--- config.mk ---
export PLATFORM = sky130hd
export DESIGN_NAME = tsq_sequencer
export DESIGN_NICKNAME = d
export VERILOG_FILES = /design/src/tsq_pkg.sv /design/src/tsq_sequencer.sv
export VERILOG_INCLUDE_DIRS = /design/src
export SDC_FILE = /design/constraint.sdc
export NUM_CORES = 1
export LEC_CHECK = 0
export ABC_AREA = 0
export BUFFER_PORTS_ARGS = -buffer_cell sky130_fd_sc_hd__buf_2
export CAP_MARGIN = 30
export CELL_PAD_IN_SITES_DETAIL_PLACEMENT = 0
export CELL_PAD_IN_SITES_GLOBAL_PLACEMENT = 2
export CORE_AREA = 2 2 72 74
export CTS_CLUSTER_DIAMETER = 40
export DETAILED_ROUTE_END_ITERATION = 10
export DIE_AREA = 0 0 74 76
export GPL_TIMING_DRIVEN = 0
export HOLD_SLACK_MARGIN = 0.03
export PLACE_DENSITY_LB_ADDON = 0.1
export REMOVE_ABC_BUFFERS = 1
export SETUP_SLACK_MARGIN = 0.05
export SLEW_MARGIN = 25
export SYNTH_ARGS = -nofsm -noshare
export SYNTH_HDL_FRONTEND = slang
export SYNTH_SLANG_ARGS = --single-unit
--- constraint.sdc ---
create_clock -name core_clk -period 2.5 [get_ports core_clk]
set_input_delay 0.25 -clock core_clk [delete_from_list [all_inputs] [get_ports core_clk]]
set_output_delay 0.25 -clock core_clk [all_outputs]
set_load 0.02 [all_outputs]
--- src/tsq_regs.svh ---
// Constants for the TMS sequencer: TAP state codes and TMS sequences
`ifndef TSQ_REGS_SVH
`define TSQ_REGS_SVH

// ----------------------------------------------------------------
// TAP state codes, as shown in the state field
// ----------------------------------------------------------------
`define TSQ_TLR 4'hf
`define TSQ_RTI 4'hc
`define TSQ_SDRS 4'h7
`define TSQ_CDR 4'h6
`define TSQ_SDR 4'h2
`define TSQ_E1DR 4'h1
`define TSQ_PDR 4'h3
`define TSQ_E2DR 4'h0
`define TSQ_UDR 4'h5
`define TSQ_SIRS 4'h4
`define TSQ_CIR 4'he
`define TSQ_SIR 4'ha
`define TSQ_E1IR 4'h9
`define TSQ_PIR 4'hb
`define TSQ_E2IR 4'h8
`define TSQ_UIR 4'hd

// ----------------------------------------------------------------
// TMS sequences, first level in bit 0, with lengths
// ----------------------------------------------------------------
`define TSQ_SEQ_TLR 7'h1f
`define TSQ_LEN_TLR 3'h5
`define TSQ_SEQ_RTI 7'h03
`define TSQ_LEN_RTI 3'h3
`define TSQ_SEQ_HL 7'h01
`define TSQ_LEN_HL 3'h2
`define TSQ_SEQ_TO_PDR 7'h17
`define TSQ_LEN_TO_PDR 3'h6
`define TSQ_SEQ_PDR_SIR 7'h0f
`define TSQ_LEN_PDR_SIR 3'h6
`define TSQ_SEQ_TO_PIR 7'h2f
`define TSQ_LEN_TO_PIR 3'h7
`define TSQ_SEQ_PIR_SDR 7'h07
`define TSQ_LEN_PIR_SDR 3'h5

// ----------------------------------------------------------------
// Entry moves from Test-Logic-Reset and Run-Test/Idle
// ----------------------------------------------------------------
`define TSQ_SEQ_TLR_SDR 7'h02
`define TSQ_LEN_TLR_SDR 3'h4
`define TSQ_SEQ_TLR_PDR 7'h0a
`define TSQ_LEN_TLR_PDR 3'h5
`define TSQ_SEQ_TLR_SIR 7'h06
`define TSQ_LEN_TLR_SIR 3'h5
`define TSQ_SEQ_TLR_PIR 7'h16
`define TSQ_LEN_TLR_PIR 3'h6
`define TSQ_SEQ_RTI_SDR 7'h01
`define TSQ_LEN_RTI_SDR 3'h3
`define TSQ_SEQ_RTI_PDR 7'h05
`define TSQ_LEN_RTI_PDR 3'h4
`define TSQ_SEQ_RTI_SIR 7'h03
`define TSQ_LEN_RTI_SIR 3'h4
`define TSQ_SEQ_RTI_PIR 7'h0b
`define TSQ_LEN_RTI_PIR 3'h5

`endif

--- src/tsq_pkg.sv ---
// Types for the TMS sequencer
package tsq_pkg;
    typedef logic [3:0] tsq_tap_t;

    typedef enum logic [2:0] {
        MODE_IDLE = 3'b001,
        MODE_RUN = 3'b010,
        MODE_HOLD = 3'b100
    } tsq_mode_t;

    typedef struct packed {
        logic tck_s1;
        logic tck_s2;
        logic tck_s3;
        tsq_mode_t mode;
        tsq_tap_t tap;
        logic tms;
        logic [6:0] seq;
        logic [2:0] cnt;
        logic presented;
        logic rejected;
    } tsq_state_t;
endpackage : tsq_pkg

--- src/tsq_sequencer.sv ---
// TMS sequencer for moves starting in Pause-DR, Pause-IR, Shift-DR, Shift-IR
//
// Overview of operation
// - Pause-DR: hold low; exit sequences to TLR/RTI/Shift-DR
// - Pause-DR to Pause-DR, Shift-IR, Pause-IR sequences
// - Pause-IR: hold low; exit sequences to TLR/RTI/Shift-IR
// - Pause-IR to Shift-DR, Pause-DR, Pause-IR sequences
// - Shift-DR: hold low; exits to TLR/RTI/Pause-DR
// - Shift-DR to Pause-IR: H,H,H,H,L,H,L
// - Shift-IR: hold low; exits to TLR/RTI/Pause-IR
// - Shift-IR to Pause-DR: H,H,H,L,H,L
// - Current TAP state always readable, four bits
// - Buffer stall: pause if free-running, else stay
`include "tsq_regs.svh"

module tsq_sequencer (
    input wire logic core_clk,
    input wire logic reset_n,
    input wire logic tck,
    input wire logic cmd_valid,
    input wire tsq_pkg::tsq_tap_t cmd_end_state,
    output logic cmd_ready,
    output logic cmd_rejected,
    input wire logic buffer_stall,
    input wire logic gated_mode,
    output logic tms,
    output tsq_pkg::tsq_tap_t current_tap_state_field,
    output logic busy
);
    import tsq_pkg::*;

    // ----------------------------------------------------------------
    // Standard TAP graph and sequence table
    // ----------------------------------------------------------------
    function automatic tsq_tap_t tap_next(input tsq_tap_t s, input logic m);
        case (s)
            `TSQ_TLR: tap_next = m ? `TSQ_TLR : `TSQ_RTI;
            `TSQ_RTI: tap_next = m ? `TSQ_SDRS : `TSQ_RTI;
            `TSQ_SDRS: tap_next = m ? `TSQ_SIRS : `TSQ_CDR;
            `TSQ_CDR: tap_next = m ? `TSQ_E1DR : `TSQ_SDR;
            `TSQ_SDR: tap_next = m ? `TSQ_E1DR : `TSQ_SDR;
            `TSQ_E1DR: tap_next = m ? `TSQ_UDR : `TSQ_PDR;
            `TSQ_PDR: tap_next = m ? `TSQ_E2DR : `TSQ_PDR;
            `TSQ_E2DR: tap_next = m ? `TSQ_UDR : `TSQ_SDR;
            `TSQ_UDR: tap_next = m ? `TSQ_SDRS : `TSQ_RTI;
            `TSQ_SIRS: tap_next = m ? `TSQ_TLR : `TSQ_CIR;
            `TSQ_CIR: tap_next = m ? `TSQ_E1IR : `TSQ_SIR;
            `TSQ_SIR: tap_next = m ? `TSQ_E1IR : `TSQ_SIR;
            `TSQ_E1IR: tap_next = m ? `TSQ_UIR : `TSQ_PIR;
            `TSQ_PIR: tap_next = m ? `TSQ_E2IR : `TSQ_PIR;
            `TSQ_E2IR: tap_next = m ? `TSQ_UIR : `TSQ_SIR;
            default: tap_next = m ? `TSQ_SDRS : `TSQ_RTI;
        endcase
    endfunction

    // Returns {supported, length, levels}
    function automatic logic [10:0] seq_lookup(input tsq_tap_t s, input tsq_tap_t e);
        seq_lookup = 11'h000;
        if (e == `TSQ_TLR && (s == `TSQ_PDR || s == `TSQ_PIR || s == `TSQ_SDR
                || s == `TSQ_SIR)) begin
            seq_lookup = {1'b1, `TSQ_LEN_TLR, `TSQ_SEQ_TLR};
        end else if (e == `TSQ_RTI && (s == `TSQ_PDR || s == `TSQ_PIR
                || s == `TSQ_SDR || s == `TSQ_SIR)) begin
            seq_lookup = {1'b1, `TSQ_LEN_RTI, `TSQ_SEQ_RTI};
        end else begin
            case ({s, e})
                {`TSQ_PDR, `TSQ_SDR}: seq_lookup = {1'b1, `TSQ_LEN_HL, `TSQ_SEQ_HL};
                {`TSQ_PDR, `TSQ_PDR}:
                    seq_lookup = {1'b1, `TSQ_LEN_TO_PDR, `TSQ_SEQ_TO_PDR};
                {`TSQ_PDR, `TSQ_SIR}:
                    seq_lookup = {1'b1, `TSQ_LEN_PDR_SIR, `TSQ_SEQ_PDR_SIR};
                {`TSQ_PDR, `TSQ_PIR}:
                    seq_lookup = {1'b1, `TSQ_LEN_TO_PIR, `TSQ_SEQ_TO_PIR};
                {`TSQ_PIR, `TSQ_SIR}: seq_lookup = {1'b1, `TSQ_LEN_HL, `TSQ_SEQ_HL};
                {`TSQ_PIR, `TSQ_SDR}:
                    seq_lookup = {1'b1, `TSQ_LEN_PIR_SDR, `TSQ_SEQ_PIR_SDR};
                {`TSQ_PIR, `TSQ_PDR}:
                    seq_lookup = {1'b1, `TSQ_LEN_TO_PDR, `TSQ_SEQ_TO_PDR};
                {`TSQ_PIR, `TSQ_PIR}:
                    seq_lookup = {1'b1, `TSQ_LEN_TO_PIR, `TSQ_SEQ_TO_PIR};
                {`TSQ_SDR, `TSQ_PDR}: seq_lookup = {1'b1, `TSQ_LEN_HL, `TSQ_SEQ_HL};
                {`TSQ_SDR, `TSQ_PIR}:
                    seq_lookup = {1'b1, `TSQ_LEN_TO_PIR, `TSQ_SEQ_TO_PIR};
                {`TSQ_SIR, `TSQ_PIR}: seq_lookup = {1'b1, `TSQ_LEN_HL, `TSQ_SEQ_HL};
                {`TSQ_SIR, `TSQ_PDR}:
                    seq_lookup = {1'b1, `TSQ_LEN_TO_PDR, `TSQ_SEQ_TO_PDR};
                // Entry moves, else nothing leaves Test-Logic-Reset after reset
                {`TSQ_TLR, `TSQ_SDR}: seq_lookup = {1'b1, `TSQ_LEN_TLR_SDR, `TSQ_SEQ_TLR_SDR};
                {`TSQ_TLR, `TSQ_PDR}: seq_lookup = {1'b1, `TSQ_LEN_TLR_PDR, `TSQ_SEQ_TLR_PDR};
                {`TSQ_TLR, `TSQ_SIR}: seq_lookup = {1'b1, `TSQ_LEN_TLR_SIR, `TSQ_SEQ_TLR_SIR};
                {`TSQ_TLR, `TSQ_PIR}: seq_lookup = {1'b1, `TSQ_LEN_TLR_PIR, `TSQ_SEQ_TLR_PIR};
                {`TSQ_RTI, `TSQ_SDR}: seq_lookup = {1'b1, `TSQ_LEN_RTI_SDR, `TSQ_SEQ_RTI_SDR};
                {`TSQ_RTI, `TSQ_PDR}: seq_lookup = {1'b1, `TSQ_LEN_RTI_PDR, `TSQ_SEQ_RTI_PDR};
                {`TSQ_RTI, `TSQ_SIR}: seq_lookup = {1'b1, `TSQ_LEN_RTI_SIR, `TSQ_SEQ_RTI_SIR};
                {`TSQ_RTI, `TSQ_PIR}: seq_lookup = {1'b1, `TSQ_LEN_RTI_PIR, `TSQ_SEQ_RTI_PIR};
                default: seq_lookup = 11'h000;
            endcase
        end
    endfunction

    // ----------------------------------------------------------------
    // State and next-state
    // ----------------------------------------------------------------
    tsq_state_t st_q;
    tsq_state_t st_d;
    logic tck_rise;
    logic tck_fall;
    logic in_shift;
    logic stall_go;
    logic resume_go;
    logic accept;
    logic [10:0] lut;

    assign tck_rise = st_q.tck_s2 & ~st_q.tck_s3;
    assign tck_fall = ~st_q.tck_s2 & st_q.tck_s3;
    assign in_shift = (st_q.tap == `TSQ_SDR) || (st_q.tap == `TSQ_SIR);
    assign stall_go = (st_q.mode == MODE_IDLE) & in_shift & buffer_stall & ~gated_mode;
    assign resume_go = (st_q.mode == MODE_HOLD) & (st_q.cnt == 3'h0) & ~buffer_stall;
    assign cmd_ready = (st_q.mode == MODE_IDLE) & ~stall_go;
    assign accept = cmd_valid & cmd_ready;
    assign lut = seq_lookup(st_q.tap, cmd_end_state);

    always_comb begin
        st_d = st_q;
        st_d.tck_s1 = tck;
        st_d.tck_s2 = st_q.tck_s1;
        st_d.tck_s3 = st_q.tck_s2;
        st_d.rejected = 1'b0;
        // Present next level on the falling edge, ahead of the rise
        if (tck_fall) begin
            if (st_q.cnt != 3'h0) begin
                st_d.tms = st_q.seq[0];
                st_d.presented = 1'b1;
            end else begin
                st_d.tms = (st_q.tap == `TSQ_TLR);
            end
        end
        // Record follows the targets on every rise
        if (tck_rise) begin
            st_d.tap = tap_next(st_q.tap, st_q.tms);
            if (st_q.presented) begin
                st_d.presented = 1'b0;
                st_d.seq = {1'b0, st_q.seq[6:1]};
                st_d.cnt = st_q.cnt - 3'h1;
                if (st_q.cnt == 3'h1 && st_q.mode == MODE_RUN) begin
                    st_d.mode = MODE_IDLE;
                end
            end
        end
        case (st_q.mode)
            MODE_IDLE: begin
                if (stall_go) begin
                    st_d.mode = MODE_HOLD;
                    st_d.seq = `TSQ_SEQ_HL;
                    st_d.cnt = `TSQ_LEN_HL;
                end else if (accept) begin
                    if (lut[10]) begin
                        st_d.mode = MODE_RUN;
                        st_d.cnt = lut[9:7];
                        st_d.seq = lut[6:0];
                    end else begin
                        st_d.rejected = 1'b1;
                    end
                end
            end
            MODE_RUN: begin
            end
            MODE_HOLD: begin
                if (resume_go) begin
                    st_d.mode = MODE_RUN;
                    st_d.seq = `TSQ_SEQ_HL;
                    st_d.cnt = `TSQ_LEN_HL;
                end
            end
            default: st_d.mode = MODE_IDLE;
        endcase
    end

    always_ff @(posedge core_clk) begin
        if (!reset_n) begin
            st_q <= '{tck_s1: 1'b0, tck_s2: 1'b0, tck_s3: 1'b0, mode: MODE_IDLE,
                      tap: `TSQ_TLR, tms: 1'b1, seq: 7'h00, cnt: 3'h0,
                      presented: 1'b0, rejected: 1'b0};
        end else begin
            st_q <= st_d;
        end
    end

    assign tms = st_q.tms;
    assign current_tap_state_field = st_q.tap;
    assign busy = (st_q.mode != MODE_IDLE);
    assign cmd_rejected = st_q.rejected;
endmodule // tsq_sequencer

==> results by group, run 1 <==
Placed design
  • IO Port Bufs: 17
  • Placed Cells: 287
  • Dpl hpwl: 3440 µm
  • Final GP Congestion: 0.834

Finish
  • Post-route insts no fill: 291
  • Layout cells sized above 1: 0.167
  • Nets@finish: 235
  • Area delta synth->final: 8.07%
  • Ant diodes: 0
  • Final Core Density: 0.379

Detailed routing
  • Initial DRC count: 72
  • Vias/cell: 5.49
  • Vias: 1598
  • WL/cell: 15.8 µm
  • # DRC: 0
  • ANT nets after route: 0
  • DRT Wirelength: 4610 µm
  • Initial DRT Pass Iterations: 4

Power
  • LEAKAGE: 0.701 nW
  • VDD IR max: 0.176 mV
  • Power density cells: 446 nW/µm²

Clock tree
  • Clock tree buffer depth: 2
  • CTS tree: built
  • Later-pin clock latency in the skew report: 260 ps
  • Clk pin slew, worst setup/hold paths: 80 ps
  • Clock sink total: 23
  • TritonCTS Buffers: 3
  • Setup Fix Bufs, Post-CTS: 0
  • H-tree depth: 1
  • CTS root buf: clkbuf_8

Logic synthesis
  • Yosys warns: 0
  • Asr flop ratio synth: 0
  • Mapped Area: 1720 µm²
  • #FFs+latches synth: 23
  • EDFF count, synth: 0
  • Largest area contributor in the netlist: dfxtp_1
  • Synth Instances: 214
  • Largest cells by area after synthesis: dfxtp_1 27%, nand2_1 6.3%, a21oi_1 4.1%
  • Distinct cell type count after synthesis: 64
  • Yosys top cell area share: 0.268
  • Ys flop type: dfxtp_1
  • Post-synthesis sequential area ratio: 0.268
  • Avg Cell Area, Syn: 8.04 µm²

STA
  • Max-slew headroom: 0.568
  • Sum of negative setup slack: 0 ps
  • Worst-Margin Slew: 647 ps
  • RSZ-0062 raised after global routing: no
  • Final hold viol count: 0
  • Setup Skew: 1.40 ps
  • # setup viols final: 0
  • Final Cycle Share: 0.879
  • Min cycle time layout: 2200 ps
  • Highest Clock Rate: 0.455 GHz
  • Slew Limit Fails: 0

Critical path
  • CP Capture Type: output pin
  • Critical path class: reg -> out
  • Max Fanout on Critical Path: 18
  • Worst setup SP type: flip-flop
  • Worst path arrival time: 1950 ps
  • WP data required: 2250 ps

Die
  • # IOs: 18
  • DIE HEIGHT: 76 µm
  • Die ar.: 5620 µm²
  • Die W: 74 µm
  • Core outline area: 4910 µm²
  • # rows: 26
  • Initial Util: 0.350

Global route
  • Largest net degree at the start of global routing: 20
  • First-pass GRT wire length: 7860 µm
  • Total track usage: 0.177
  • Vias in the first global route: 1520
  • Total grt overflow: 0
  • Initial antenna violation count: 0

Worst hold path
  • Worst hold path type: in -> reg

Outcome
  • Status: finished, final reports clean

Flow run
  • Max_cap viols: 0
==> critical path, cell delays in order, from the launching register on <==
cell and delay [ps]:
dfxtp_1 740, nor3b_2 150, a21oi_2 510, buf_2 270
==> power by group <==
| part | switching, mW | leakage [nW] | internal (mW) |
|---|---|---|---|
| combinational | 0.111 | 0.489 | 0.0765 |
| sequential | 0.0230 | 0.187 | 0.382 |
| clock | 0.125 | 0.0255 | 0.111 |
==> synthesized netlist by cell type, drive strengths merged, types with 3 or more instances <==
cell / count
nor3: 3
nand2b: 9
nand4: 4
mux2: 4
nor3b: 6
a32oi: 3
a21o: 5
or3: 3
o21ai: 8
a31oi: 4
buf: 13
o211ai: 5
a221oi: 4
nand2: 30
inv: 7
and2: 6
nor2: 11
or3b: 3
xnor2: 5
ha: 3
nand3: 6
a21oi: 16
dfxtp: 23
==> timing repair <==
| action | in CTS | in global routing |
|---|---|---|
| setup endpoints to repair | 1 | 3 |
| gates resized for setup | 1 | 1 |
| hold buffers | 0 | 0 |
==> worst paths after layout <==
kind | startpoint | end | slack (ps) | depth (start not counted)
setup / recovery | current_tap_state_field[0]$_SDFFE_PN1P_ | cmd_ready | 300 | 3
hold / removal | tck | st_d[21]$_SDFF_PN0_ | 190 | 2
setup reg to reg | current_tap_state_field[1]$_SDFFE_PN1P_ | st_q[5]$_SDFF_PN0_ | 320 | 5
hold reg to reg | st_d[21]$_SDFF_PN0_ | st_d[20]$_SDFF_PN0_ | 440 | 1
==> final cells by class <==
class / instances / area [µm²]
tap: 70 / 87.6
fill: 548 / 3050
clock buffer: 3 / 41.3
multi-input combinational: 169 / 1150
clock inverter: 1 / 5.00
timing repair buffer: 17 / 85.1
inverter: 8 / 30.0
sequential: 23 / 462
==> placed cells by master (no fill, tap or decap), types with 3 or more instances in the layout <==
master,instances
nand2_1,29
dfxtp_1,22
buf_2,17
a21oi_1,14
nor2_1,11
nand2b_1,8
inv_1,7
nand3_1,6
xnor2_1,5
nor3b_1,5
o211ai_1,5
a21o_1,5
o21ai_0,5
a31oi_1,4
nand4_1,4
and2_1,4
nor3_1,3
o21ai_1,3
mux2_1,3
or3_1,3
ha_1,3
clkbuf_8,3
==> cell families (layout without fill, tap and decap cells) <==
family,after synthesis,count (layout),share of synthesized area
multiplexers,5,5,0.0320
AO/OA/AOI/OAI,66,66,0.297
buffers and inverters,22,29,0.0662
adder cells (fa/ha/maj),3,3,0.0218
XOR/XNOR,6,6,0.0305
AND/OR/NAND/NOR,89,89,0.285
flip-flops,23,23,0.268
==> routing by layer <==
metal / vias up / GRT usage / wire (µm)
li1: 806 / - / -
met5: - / 0 / 0
met2: 32 / 0.280 / 2260
met1: 756 / 0.248 / 2150
met4: 0 / 0.0564 / 54
met3: 4 / 0.0198 / 145
==> flip-flops by register name, indices dropped and copies added, names as in the netlist <==
| name | cells |
|---|---|
| current_tap_state_field | 4 |
| cmd_rejected | 1 |
| tms | 1 |
| st_q | 15 |
| st_d | 2 |
==> through the flow <==
step	hold slack, ps	total power, mW	setup WS [ps]	cell area [µm²]
3_3_place_gp	414	0.599	86.4	1810
6_report	186	0.829	303	1860
2_1_floorplan	312	0.538	387	1640
3_5_place_dp	423	0.601	57.1	1810
5_1_grt	181	0.884	116	1860
4_1_cts	175	0.844	173	1860
Power figures use the tool's default switching activity.
==> run 2, diff against run 1 <==
--- a/config.mk
+++ b/config.mk
@@ -11,16 +11,16 @@
 export CAP_MARGIN = 30
 export CELL_PAD_IN_SITES_DETAIL_PLACEMENT = 0
 export CELL_PAD_IN_SITES_GLOBAL_PLACEMENT = 2
-export CORE_AREA = 2 2 72 74
+export CORE_AREA = 2 2 74 76
 export CTS_CLUSTER_DIAMETER = 40
 export DETAILED_ROUTE_END_ITERATION = 10
-export DIE_AREA = 0 0 74 76
+export DIE_AREA = 0 0 76 78
 export GPL_TIMING_DRIVEN = 0
 export HOLD_SLACK_MARGIN = 0.03
 export PLACE_DENSITY_LB_ADDON = 0.1
 export REMOVE_ABC_BUFFERS = 1
 export SETUP_SLACK_MARGIN = 0.05
-export SLEW_MARGIN = 25
+export SLEW_MARGIN = 20
 export SYNTH_ARGS = -nofsm -noshare
 export SYNTH_HDL_FRONTEND = slang
 export SYNTH_SLANG_ARGS = --single-unit
==> constraint.sdc (replaced) <==
create_clock -name core_clk -period 2.4 [get_ports core_clk]
set_input_delay 0.24 -clock core_clk [delete_from_list [all_inputs] [get_ports core_clk]]
set_output_delay 0.24 -clock core_clk [all_outputs]
set_load 0.02 [all_outputs]
==> run 2 against run 1 <==
Effect of this change:
- critical path depth unchanged
- combinational power up 5%
- die area rose by 5.4%
- register-to-register slack lost 60 ps
- clock power grew 4%
- clock skew up 2.2 ps
- sequential share of layout area fell by 0.067 points
- largest cell class unchanged
- wire length down 1.2%
- worst hold slack lost 17 ps
- sequential power grew 4%
==> results by group, run 2 (synthesis results as in run 1) <==
STA
  • Setup Skew: 3.58 ps (was 1.40 ps)
  • Slew Limit Fails: 0 (unchanged)
  • # setup viols final: 0 (unchanged)
  • Min cycle time layout: 2170 ps
  • Final hold viol count: 0 (unchanged)
  • RSZ-0062 raised after global routing: no (unchanged)
  • Final Cycle Share: 0.903
  • Final setup margin: 233 ps (was 303 ps)
  • Max-slew headroom: 0.597 (was 0.568)
  • Worst-Margin Slew: 604 ps (was 647 ps)
  • Highest Clock Rate: 0.462 GHz

Critical path
  • CP Buf/Inv Count: 1 (unchanged)
  • WP data required: 2160 ps (was 2250 ps)
  • Critical path class: reg -> out (unchanged)
  • Worst-path cell chain: nor3b_2, a21oi_2, buf_2 (unchanged)
  • Max Fanout on Critical Path: 18 (unchanged)
  • CP max stage cell: dfxtp_1 (unchanged)
  • Crit path max-delay family: flip-flops (unchanged)
  • CP startpoint: current_tap_state_field[0]$_SDFFE_PN1P_ (unchanged)
  • Reg-to-Reg Start: current_tap_state_field[0]$_SDFFE_PN1P_ (was current_tap_state_field[1]$_SDFFE_PN1P_)
  • CP Capture Type: output pin (unchanged)
  • Worst path arrival time: 1930 ps (was 1950 ps)
  • Worst setup SP type: flip-flop (unchanged)
  • Crit path largest cell delay: 710 ps (was 740 ps)

Global route
  • Total track usage: 0.160 (was 0.177)
  • Largest net degree at the start of global routing: 20 (unchanged)
  • Total grt overflow: 0 (unchanged)
  • First-pass GRT wire length: 7740 µm (was 7860 µm)
  • Initial antenna violation count: 0 (unchanged)
  • Vias in the first global route: 1587 (was 1520)

Placed design
  • Final GP Congestion: 0.822 (was 0.834)
  • Area after DPL: 1810 µm² (unchanged)
  • Worst slack, placed: -26.1 ps (was 57.1 ps)
  • Dpl hpwl: 3380 µm (was 3440 µm)
  • Placed Cells: 287 (unchanged)
  • IO Port Bufs: 17 (unchanged)

Flow run
  • Max_cap viols: 0 (unchanged)

Power
  • Power density cells: 465 nW/µm² (was 446 nW/µm²)
  • Psw: 0.272 mW (was 0.259 mW)
  • Switching portion of total power: 0.314 (was 0.313)
  • Reg power frac: 0.486 (was 0.488)
  • Comb power frac: 0.229 (was 0.226)
  • Cell internal pwr: 0.594 mW (was 0.570 mW)
  • LEAKAGE: 0.708 nW (was 0.701 nW)
  • Clock network power share: 0.285 (about the same)
  • VDD IR max: 0.182 mV (was 0.176 mV)

Die
  • DIE HEIGHT: 78 µm (was 76 µm)
  • # IOs: 18 (unchanged)
  • Initial Util: 0.341 (was 0.350)
  • Core outline area: 5040 µm² (was 4910 µm²)
  • # rows: 26 (unchanged)
  • Die ar.: 5930 µm² (was 5620 µm²)
  • Die W: 76 µm (was 74 µm)

Finish
  • Largest reg by FF count: st_q (unchanged)
  • Nets@finish: 235 (unchanged)
  • Layout cells sized above 1: 0.167 (unchanged)
  • Final Cell Area: 1860 µm² (about the same)
  • Most frequent cells in the layout: 29 x nand2_1, 22 x dfxtp_1, 17 x buf_2, 14 x a21oi_1, 11 x nor2_1 (unchanged)
  • Post-route insts no fill: 291 (unchanged)
  • Area delta synth->final: 8.36% (was 8.07%)
  • Max reg flops: 15 (unchanged)
  • Ant diodes: 0 (unchanged)
  • Most common cell after layout, fill and taps aside: nand2_1 (unchanged)

Clock tree
  • TritonCTS Buffers: 3 (unchanged)
  • Clock sink total: 23 (unchanged)
  • H-tree depth: 1 (unchanged)
  • CTS tree: built (unchanged)
  • CTS hold repair buffers: 0 (unchanged)
  • Setup Fix Bufs, Post-CTS: 0 (unchanged)
  • Clk pin slew, worst setup/hold paths: 90 ps (was 80 ps)
  • Clock tree buffer depth: 2 (unchanged)
  • Later-pin clock latency in the skew report: 270 ps (was 260 ps)
  • CTS root buf: clkbuf_8 (unchanged)

Outcome
  • Status: finished, final reports clean (unchanged)

Detailed routing
  • DRT Wirelength: 4550 µm (was 4610 µm)
  • Vias: 1585 (was 1598)
  • # DRC: 0 (unchanged)
  • ANT nets after route: 0 (unchanged)
  • Vias/cell: 5.45 (was 5.49)
  • WL/cell: 15.6 µm (was 15.8 µm)
  • Initial DRC count: 68 (was 72)
  • Initial DRT Pass Iterations: 4 (unchanged)

Worst hold path
  • Min-delay src: tck (unchanged)
  • Worst hold path type: in -> reg (unchanged)
[run 2: through the flow]
stage	power (mW)	util	setup TNS (ps)	hold WS [ps]
finish	0.866	0.370	0	169
global route	0.922	0.370	0	163
CTS	0.877	0.368	0	163
detailed placement	0.625	0.359	-26.1	422
global placement	0.623	0.359	-1.80	414
floorplan	0.560	-	0	302
[run 2: worst paths after layout]
path	slack, ps	end	cells past startpoint
worst min register to register	440	st_d[20]$_SDFF_PN0_	1
worst max-delay path	230	cmd_ready	3
worst max register to register	260	st_q[5]$_SDFF_PN0_	5
worst min-delay path	170	st_d[21]$_SDFF_PN0_	2
[run 2: metal layers]
layer / vias up / wire [µm] / GRT usage
met5: - / 0 / 0
met3: 6 / 187 / 0.0326
met1: 733 / 2230 / 0.213
met2: 43 / 2060 / 0.258
met4: 0 / 69 / 0.0527
li1: 803 / - / -
[run 2: cell type report]
| cell class | count | area [µm²] |
|---|---|---|
| multi-input cells | 169 | 1150 |
| flip-flops and latches | 23 | 462 |
| clock inverters | 1 | 5.00 |
| repair buffers | 17 | 85.1 |
| inverters | 8 | 30.0 |
| well taps | 70 | 87.6 |
| clock buffers | 3 | 41.3 |
| fillers | 537 | 3180 |
[run 2: repair_timing]
item	in CTS	in global routing
gates cloned	0	0
setup endpoints to repair	6	6
pin swaps	0	0
gates resized for setup	1	2
[run 2: power by group through the flow]
stage | Sequential (mW) | Clock [mW] | Combinational [mW]
CTS | 0.421 | 0.259 | 0.197
global placement | 0.429 | 0 | 0.195
detailed placement | 0.429 | 0 | 0.196
global route | 0.426 | 0.277 | 0.219
finish | 0.421 | 0.247 | 0.198
floorplan | 0.428 | 0 | 0.132
